### config.mk
export PLATFORM = sky130hd
export DESIGN_NAME = ipcd_decoder
export DESIGN_NICKNAME = d
export VERILOG_FILES = /design/src/inc/ipcd_pkg.sv /design/src/logic/ipcd_sync.sv /design/src/logic/ipcd_decoder.sv
export VERILOG_INCLUDE_DIRS = /design/src /design/src/inc
export SDC_FILE = /design/constraint.sdc
export NUM_CORES = 1
export LEC_CHECK = 0
export BUFFER_PORTS_ARGS = -buffer_cell sky130_fd_sc_hd__buf_4
export CORE_MARGIN = 2
export CORE_UTILIZATION = 60
export CTS_CLUSTER_SIZE = 16
export DETAILED_ROUTE_END_ITERATION = 8
export PLACE_DENSITY = 0.85
export RECOVER_POWER = 50
export REMOVE_ABC_BUFFERS = 1
export SLEW_MARGIN = 20
export SYNTH_ARGS = -nofsm -noshare
export SYNTH_HDL_FRONTEND = slang
export SYNTH_SLANG_ARGS = --single-unit
### constraint.sdc
create_clock -name mclk -period 5.79 [get_ports mclk]
set_input_delay 0 -clock mclk [delete_from_list [all_inputs] [get_ports mclk]]
set_output_delay 0 -clock mclk [all_outputs]
set_load 0.02 [all_outputs]
### src/inc/ipcd_regs.svh
// timing, threshold and reset-value constants for the input pulse command decoder
`ifndef IPCD_REGS_SVH
`define IPCD_REGS_SVH

`define IPCD_CLK_HZ 40000000
`define IPCD_TICK_MS 1
`define IPCD_DEB_MS 20
`define IPCD_CNT_W 16
`define IPCD_CNT_RST 16'h0000
`define IPCD_CNT_MAX 16'hffff
`define IPCD_FB_MIN_MS 16'd800
`define IPCD_FB_MAX_MS 16'd1500
`define IPCD_DEV_MIN_MS 16'd4000
`define IPCD_DEV_MAX_MS 16'd6500
`define IPCD_ACK_ERR_MS 16'd3000
`define IPCD_ACK_DEV_MS 16'd15000
`define IPCD_N_ALARM 16

`endif

### src/inc/ipcd_pkg.sv
// types shared by the input pulse command decoder
`default_nettype none

package ipcd_pkg;

  typedef enum logic [1:0] {
    MODE_OFF = 2'b00,
    MODE_RESET = 2'b01,
    MODE_ACK = 2'b10
  } ipcd_mode_t;

  typedef enum logic [0:0] {
    ST_IDLE = 1'b0,
    ST_HIGH = 1'b1
  } ipcd_state_t;

  typedef struct packed {
    logic fieldbus_reset;
    logic device_reset;
    logic warn_ack;
    logic err_ack;
    logic alarm_ack;
  } ipcd_req_t;

endpackage

`default_nettype wire

### src/logic/ipcd_sync.sv
// three-flop synchroniser and millisecond debouncer for the command input
`timescale 1ns/1ps
`default_nettype none

module ipcd_sync #(
  parameter int DEB_MS = 20
) (
  // clock and reset
  input wire logic mclk,
  input wire logic nrst,
  // timebase
  input wire logic tick,
  // pin and filtered level
  input wire logic pin,
  output logic level
);

  localparam int DW = $clog2(DEB_MS + 1);

  logic s1_q, s2_q, s3_q;
  logic level_q, level_d;
  logic [DW-1:0] deb_q, deb_d;

  always_comb begin
    level_d = level_q;
    deb_d = deb_q;
    if ((s2_q != s3_q) || (s3_q == level_q)) begin
      deb_d = '0;
    end else if (tick) begin
      if (deb_q == DW'(DEB_MS - 1)) begin
        level_d = s3_q;
        deb_d = '0;
      end else begin
        deb_d = deb_q + DW'(1);
      end
    end
  end

  always_ff @(posedge mclk or negedge nrst) begin
    if (!nrst) begin
      s1_q <= 1'b0;
      s2_q <= 1'b0;
      s3_q <= 1'b0;
      level_q <= 1'b0;
      deb_q <= '0;
    end else begin
      s1_q <= pin;
      s2_q <= s1_q;
      s3_q <= s2_q;
      level_q <= level_d;
      deb_q <= deb_d;
    end
  end

  assign level = level_q;
endmodule // ipcd_sync

`default_nettype wire

### src/logic/ipcd_decoder.sv
// input pulse command decoder: pulse length to reset and acknowledge requests
`timescale 1ns/1ps
`default_nettype none
`include "ipcd_regs.svh"

// Operation
// - disabled mode: input ignored, no reset or acknowledge from it.
// - reset mode: a one second high pulse resets only the field-bus driver.
// - reset mode: a five second high pulse requests a complete device reset.
// - acknowledge mode: pulse ending before three seconds acknowledges all warnings.
// - acknowledge mode: high beyond three seconds acknowledges errors and alarms.
// - acknowledge mode: high beyond fifteen seconds triggers a complete device reset.
// - any error acknowledge also acknowledges every active alarm.
// - held alarm outputs stay on until acknowledged; others follow the alarm.
module ipcd_decoder #(
  parameter int TICK_CYCLES = `IPCD_CLK_HZ / 1000 * `IPCD_TICK_MS,
  parameter int DEB_MS = `IPCD_DEB_MS,
  parameter int N_ALARM = `IPCD_N_ALARM
) (
  // clock and reset
  input wire logic mclk,
  input wire logic nrst,
  // command pin and its function
  input wire logic general_input_one,
  input wire ipcd_pkg::ipcd_mode_t cfg_mode,
  // acknowledge from other sources
  input wire logic ext_err_ack,
  // alarms
  input wire logic [N_ALARM-1:0] alarm_active,
  input wire logic [N_ALARM-1:0] alarm_hold,
  output logic [N_ALARM-1:0] alarm_out,
  // requests to the controller
  output ipcd_pkg::ipcd_req_t req
);

  localparam int DIV_W = $clog2(TICK_CYCLES);
  localparam int CW = `IPCD_CNT_W;

  // millisecond timebase
  logic [DIV_W-1:0] div_q, div_d;
  logic tick_q, tick_d;

  always_comb begin
    div_d = div_q + DIV_W'(1);
    tick_d = 1'b0;
    if (div_q == DIV_W'(TICK_CYCLES - 1)) begin
      div_d = '0;
      tick_d = 1'b1;
    end
  end

  always_ff @(posedge mclk or negedge nrst) begin
    if (!nrst) begin
      div_q <= '0;
      tick_q <= 1'b0;
    end else begin
      div_q <= div_d;
      tick_q <= tick_d;
    end
  end

  // filtered input
  logic lvl;

  ipcd_sync #(
    .DEB_MS(DEB_MS)
  ) u_sync (
    .mclk(mclk),
    .nrst(nrst),
    .tick(tick_q),
    .pin(general_input_one),
    .level(lvl)
  );

  // pulse timer and classifier
  ipcd_pkg::ipcd_state_t st_q, st_d;
  logic [CW-1:0] cnt_q, cnt_d;
  ipcd_pkg::ipcd_req_t req_q, req_d;
  logic active_mode;

  always_comb begin
    st_d = st_q;
    cnt_d = cnt_q;
    req_d = '0;
    unique case (cfg_mode)
      ipcd_pkg::MODE_RESET: active_mode = 1'b1;
      ipcd_pkg::MODE_ACK: active_mode = 1'b1;
      default: active_mode = 1'b0;
    endcase
    if (!active_mode) begin
      st_d = ipcd_pkg::ST_IDLE;
      cnt_d = `IPCD_CNT_RST;
    end else begin
      unique case (st_q)
        ipcd_pkg::ST_IDLE: begin
          if (lvl) begin
            st_d = ipcd_pkg::ST_HIGH;
            cnt_d = `IPCD_CNT_RST;
          end
        end
        ipcd_pkg::ST_HIGH: begin
          if (!lvl) begin
            st_d = ipcd_pkg::ST_IDLE;
            cnt_d = `IPCD_CNT_RST;
            if (cfg_mode == ipcd_pkg::MODE_RESET) begin
              if (cnt_q >= `IPCD_FB_MIN_MS && cnt_q <= `IPCD_FB_MAX_MS) begin
                req_d.fieldbus_reset = 1'b1;
              end
              if (cnt_q >= `IPCD_DEV_MIN_MS && cnt_q <= `IPCD_DEV_MAX_MS) begin
                req_d.device_reset = 1'b1;
              end
            end else if (cnt_q < `IPCD_ACK_ERR_MS) begin
              req_d.warn_ack = 1'b1;
            end
          end else if (tick_q) begin
            if (cnt_q != `IPCD_CNT_MAX) begin
              cnt_d = cnt_q + CW'(1);
            end
            if (cfg_mode == ipcd_pkg::MODE_ACK) begin
              if (cnt_q == `IPCD_ACK_ERR_MS) begin
                req_d.err_ack = 1'b1;
              end
              if (cnt_q == `IPCD_ACK_DEV_MS) begin
                req_d.device_reset = 1'b1;
              end
            end
          end
        end
      endcase
    end
    if (ext_err_ack) begin
      req_d.err_ack = 1'b1;
    end
    req_d.alarm_ack = req_d.err_ack;
  end

  always_ff @(posedge mclk or negedge nrst) begin
    if (!nrst) begin
      st_q <= ipcd_pkg::ST_IDLE;
      cnt_q <= `IPCD_CNT_RST;
      req_q <= '0;
    end else begin
      st_q <= st_d;
      cnt_q <= cnt_d;
      req_q <= req_d;
    end
  end

  // alarm outputs, set wins over acknowledge
  logic [N_ALARM-1:0] out_q, out_d;

  always_comb begin
    out_d = alarm_active | (out_q & alarm_hold & ~{N_ALARM{req_q.alarm_ack}});
  end

  always_ff @(posedge mclk or negedge nrst) begin
    if (!nrst) begin
      out_q <= '0;
    end else begin
      out_q <= out_d;
    end
  end

  assign alarm_out = out_q;
  assign req = req_q;
endmodule // ipcd_decoder

`default_nettype wire

==> flow_summary.ini, run 1 <==
[logic_synthesis]
yosys.cell_count.top_type = dfrtp_1
yosys-top-cells-area = dfrtp_1, nand2_1, o21bai_1
avgSynthCellArea_um2 = 9.70
synthXorXnorAreaFrac_pct = 4.13
yosys.area_share.adder_pct = 2.36
synth_compound_gate_area_share_pct = 16.4
syn_area_um2 = 3180
synth_cells = 328
synth_edf_count = 0
synthArstFlopShare_pct = 100
synth.yosys.seq_area_share_pct = 49.5
yosysWarnings = 0
synth_top_area_share_pct = 49.5
synthDistinctLibCells = 54
yosys.area_share.simple_pct = 23.1
synth_top_family_by_area = simple AND/OR/NAND/NOR gates
ys_ff_latch = 63
ys_top_cells_by_count = dfrtp_1, nand2_1, nor2_1
synth_top_cell_by_area = dfrtp_1
synthMuxAreaShare_pct = 0.354
synth_flop_cell = dfrtp_1

[detailed_routing]
dr.pass1.iters = 5
via_per_inst = 6.25
dr_total_vias = 3046
routedWlPerCell_um = 19.1
drc = 0
drtAntennaViolNets = 0
drt_wl_total_um = 9280
drt_first_iter_violations = 434

[global_route]
overflow = 0
grtUsageTotal_pct = 34.0
grt_pass1_wl_um = 15300
grt_antenna_before_repair = 0
grt_pass1_vias = 3163
grt_max_degree = 64

[cts]
root_buffer = clkbuf_8
cts_resized = 0
post_cts_buffers = 0
cts_buffer_depth = 2
cts_buffers = 9
clk_pin_slew_ns = 0.08
ctsHtreeMaxLevel = 3
clock-sinks = 63
clk_latency_ns = 0.35
cts_tree = done
ctsHoldBuffers = 35

[timing]
tns_ns = 0
setup_ws_ns = 2.64
slew_violations = 64
min_period_over_period_pct = 54.4
period_minus_slack_ns = 3.15
hold_viol = 0
holdWs_ns = 0.0366
finalSetupViolCount = 0
max_freq_mhz = 317
rsz0062_at_grt = no
timing.slew.headroom_pct = -119
worst_pin_slew_ns = 3.29
clock_skew_ns = 0.0105

[layout]
drive_gt1_share_pct = 14.9
final_nets = 456
antennaDiodeCount = 0
area_growth_pct = 27.9
finalNonFillerCells = 487
num-fill-cells = 315
fin_util_pct = 79.7
finalInstanceArea_um2 = 4070

[setup_path]
critPathKind = primary input to async pin
endpoint_kind = async pin
slowest_delay_ns = 2.31
required_ns = 5.50
crit_family = buffers and inverters
cp-start-kind = primary input
cp_slowest_cell = clkbuf_1
cp.arrival_ns = 2.86
path_cells = dlygate4sd3_1 -> clkbuf_1
crit_fanout = 63
crit_buf_inv = 2

[power_and_ir_drop]
internal_power_uw = 706
power.leakage_nw = 1.75
swShare_pct = 24.5
powerDensity_nw_per_um2 = 229
pwr-share-comb_pct = 10.0
seqPwrFrac_pct = 48.8
power_uw = 934
p_sw_uw = 228
clkPwrFrac_pct = 41.2
peakVddDrop_v = 0.000180

[status]
violations = capacitance limit, slew limit
status = complete, but fails checks

[die]
core_um2 = 5110
start_util_pct = 62.3
io_pins = 59
die_h_um = 76.8
chipWidth_um = 76.8
die_area_um2 = 5900
fp-row-count = 26

[run]
cap_violations = 1

[placed_design]
placed_cell_area_um2 = 3600
dp_hpwl_um = 4910
pre_cts_ws_ns = 3.71
place_congestion = 0.925
portBuffers = 58
dpl.cell_count = 436

[min_path]
min_path_type = primary input to register
cell type report:
cell class / count / area (µm²) / share of cell area, %
timing repair buffer: 93 / 711 / 17.5
tap: 70 / 87.6 / 2.15
clock inverter: 3 / 42.5 / 1.04
clock buffer: 13 / 149 / 3.66
inverter: 8 / 30.0 / 0.738
multi-input combinational: 237 / 1480 / 36.2
sequential: 63 / 1580 / 38.7
state kept, by name, indices dropped and copies added (netlist names):
| signal | flops |
|---|---|
| alarm_out | 16 |
| cnt_q | 16 |
| div_q | 16 |
| u_sync.deb_q | 5 |
| req | 4 |
| st_q | 1 |
| tick_q | 1 |
| u_sync.level | 1 |
| u_sync.s1_q | 1 |
| u_sync.s2_q | 1 |
| u_sync.s3_q | 1 |
final timing paths:
path / cells after the start / from / to / slack (ns)
setup / recovery: 2 / nrst / cnt_q[12] / 2.64
hold / removal: 3 / cfg_mode[0] / req[2] / 0.04
setup reg to reg: 6 / cnt_q[0] / cnt_q[11] / 3.48
hold reg to reg: 0 / u_sync.s1_q / u_sync.s2_q / 0.36
max in group mclk: 6 / cnt_q[0] / cnt_q[11] / 3.48
min in group asynchronous: 2 / nrst / alarm_out[5] / 1.29
cells by family after synthesis:
group	after synthesis
adder cells (fa/ha/maj)	6
flip-flops	63
AO/OA/AOI/OAI	75
buffers and inverters	28
AND/OR/NAND/NOR	140
multiplexers	1
XOR/XNOR	15
cells in the final DEF, fill, tap and decap left out, types with 2 or more instances in the layout:
cell type and count:
and3_1 2, o211ai_1 3, nand2_1 44, o311ai_1 2
buf_4 37, o21a_1 2, nor2b_1 4, a31oi_1 6
o21ai_0 9, clkbuf_1 23, o31ai_1 5, dfrtp_1 63
nand3b_1 2, nand3_1 15, nand4_1 10, a21oi_1 12
o41ai_1 3, ha_1 6, nand4b_1 2, or4_1 3
and3b_1 2, nor3_1 10, inv_1 8, nor3b_1 2
xor2_1 9, nor4_1 4, o21bai_1 16, dlygate4sd3_1 35
nor4b_1 2, clkbuf_8 10, o21ai_1 6, a41oi_1 2
xnor2_1 6, nor2_1 28
power by group through the flow:
stage               combinational (mW)  sequential (mW)  clock [mW]
detailed placement              0.0738            0.464           0
floorplan                       0.0179            0.473           0
global placement                0.0718            0.463           0
global route                    0.0993            0.457       0.408
finish                          0.0935            0.456       0.385
CTS                             0.0947            0.455       0.377
per-layer routing:
metal / vias up / GRT usage [%] / share of wire (%)
li1: 1348 / - / -
met1: 1462 / 38.4 / 36
met2: 184 / 58.9 / 52
met3: 52 / 7.41 / 6.2
met4: 0 / 20.0 / 5.2
met5: - / 0 / 0
Note: power is estimated with default switching activity, not from simulation.
==> run 2: changes to the inputs <==
--- a/config.mk
+++ b/config.mk
@@ -8,10 +8,10 @@
 export LEC_CHECK = 0
 export BUFFER_PORTS_ARGS = -buffer_cell sky130_fd_sc_hd__buf_4
 export CORE_MARGIN = 2
-export CORE_UTILIZATION = 60
+export CORE_UTILIZATION = 55
 export CTS_CLUSTER_SIZE = 16
 export DETAILED_ROUTE_END_ITERATION = 8
-export PLACE_DENSITY = 0.85
+export PLACE_DENSITY = 0.79
 export RECOVER_POWER = 50
 export REMOVE_ABC_BUFFERS = 1
 export SLEW_MARGIN = 20
==> constraint.sdc (replaced) <==
create_clock -name mclk -period 3.3 [get_ports mclk]
set_input_delay 0 -clock mclk [delete_from_list [all_inputs] [get_ports mclk]]
set_output_delay 0 -clock mclk [all_outputs]
set_load 0.02 [all_outputs]
==> run 2 against run 1 <==
The run still ends with capacitance limit, slew limit left. Power increased by 82%. Clock power increased by 91%. Design area grew 0.86%. Register-to-register slack worse by 2.4 ns. Critical endpoint is now cnt_q[7]. Largest power group unchanged. Highest routed layer unchanged.
==> flow_summary.ini, run 2 (synthesized netlist as in run 1, its figures left out) <==
[detailed_routing]
via_per_inst = 6.01
dr.pass1.iters = 7
drt_first_iter_violations = 454
drtAntennaViolNets = 0
drc = 0
drt_wl_total_um = 8390
routedWlPerCell_um = 17.1
dr_total_vias = 2940

[status]
status = complete, but fails checks
violations = capacitance limit, slew limit

[timing]
worst_pin_slew_ns = 1.53
clock_skew_ns = 0.00824
slew_violations = 64
min_period_over_period_pct = 67.9
max_freq_mhz = 446
rsz0062_at_grt = no
setup_ws_ns = 1.06
finalSetupViolCount = 0
period_minus_slack_ns = 2.24
tns_ns = 0
timing.slew.headroom_pct = -1.75
hold_viol = 0

[cts]
root_buffer = clkbuf_8
ctsHoldBuffers = 36
ctsHtreeMaxLevel = 3
cts_resized = 0
cts_buffers = 9
cts_tree = done
clk_pin_slew_ns = 0.07
cts_buffer_depth = 2
post_cts_buffers = 0
clock-sinks = 63
clk_latency_ns = 0.35

[global_route]
grt_antenna_before_repair = 0
grtUsageTotal_pct = 28.5
grt_max_degree = 64
overflow = 0
grt_pass1_wl_um = 13900
grt_pass1_vias = 2969

[die]
die_area_um2 = 6410
core_um2 = 5540
die_h_um = 80.1
start_util_pct = 57.5
chipWidth_um = 80.1
fp-row-count = 27
io_pins = 59

[setup_path]
endpoint_kind = register
setup.worst_path.start = cnt_q[0]
critPathKind = register to register
cp-start-kind = register
required_ns = 3.50
reg2reg_setup_slack_ns = 1.06
crit_fanout = 9
worstReg2RegEnd = cnt_q[7]
cp.arrival_ns = 2.44
r2r-start = cnt_q[0]
reg2regPathDepth = 5

[layout]
final_nets = 457
finalInstanceArea_um2 = 4110
num-fill-cells = 407
drive_gt1_share_pct = 15.1
final_cell_mix = dfrtp_1, nand2_1, buf_4
area_growth_pct = 29.0
mostFrequentLayoutCell = dfrtp_1
antennaDiodeCount = 0

[placed_design]
place_congestion = 0.898
dp_hpwl_um = 4940
placed_cell_area_um2 = 3610
portBuffers = 58
pre_cts_ws_ns = 1.16

[min_path]
hold_end = st_q
hold_start = cfg_mode[1]
min_path_type = primary input to register
whs_path_depth = 3

[power_and_ir_drop]
internal_power_mw = 1.31
swShare_pct = 22.6
seqPwrFrac_pct = 47.2
peakVddDrop_v = 0.000276
p_sw_uw = 384
powerDensity_nw_per_um2 = 413
clkPwrFrac_pct = 43.3
pwr-share-comb_pct = 9.5
power.leakage_nw = 1.76

[run]
cap_violations = 1
## run 2: metal layers
metal,up-vias,wire [µm],global-route usage (%)
li1,1340,-,-
met1,1391,3130,33.8
met2,166,4400,50.5
met3,43,544,4.04
met4,0,311,13.7
met5,-,0,0
## run 2: critical path, cell delays in order, from the launching register on
cell and delay [ns]:
dfrtp_1 0.51, ha_1 0.31, nand3_1 0.11, or4_1 0.67, nand3_1 0.35, o32ai_1 0.16
## run 2: how the worst max path moves through the flow
| stage | endpoint | cells past startpoint |
|---|---|---|
| final | cnt_q[7] | 5 |
| after global routing | cnt_q[7] | 5 |
| after CTS | cnt_q[10] | 6 |
| after detailed placement | cnt_q[7] | 5 |
| after global placement | cnt_q[7] | 5 |
| after floorplan | cnt_q[10] | 6 |
## run 2: metrics by stage
stage	utilization, %	instances	hold slack [ns]	total power [mW]
finish	74.1	489	0.138	1.70
global route	74.1	489	0.143	1.75
CTS	75.5	489	0.0676	1.70
detailed placement	65.1	438	0.111	0.943
global placement	65.1	438	0.111	0.939
floorplan	-	308	-0.296	0.861
## run 2: cell type report
| type | count | area (µm²) | area share [%] |
|---|---|---|---|
| multi-input cells | 237 | 1480 | 35.9 |
| inverters | 8 | 30.0 | 0.731 |
| clock buffers | 12 | 145 | 3.53 |
| clock inverters | 3 | 67.6 | 1.65 |
| flip-flops and latches | 63 | 1580 | 38.4 |
| repair buffers | 94 | 722 | 17.6 |
| well taps | 72 | 90.1 | 2.19 |
## run 2: power by group through the flow
stage,clock network (mW),logic [mW],registers [mW]
after floorplan,0,0.0314,0.830
after global placement,0,0.127,0.813
final,0.735,0.161,0.800
after CTS,0.737,0.167,0.799
after detailed placement,0,0.130,0.813
after global routing,0.773,0.173,0.802
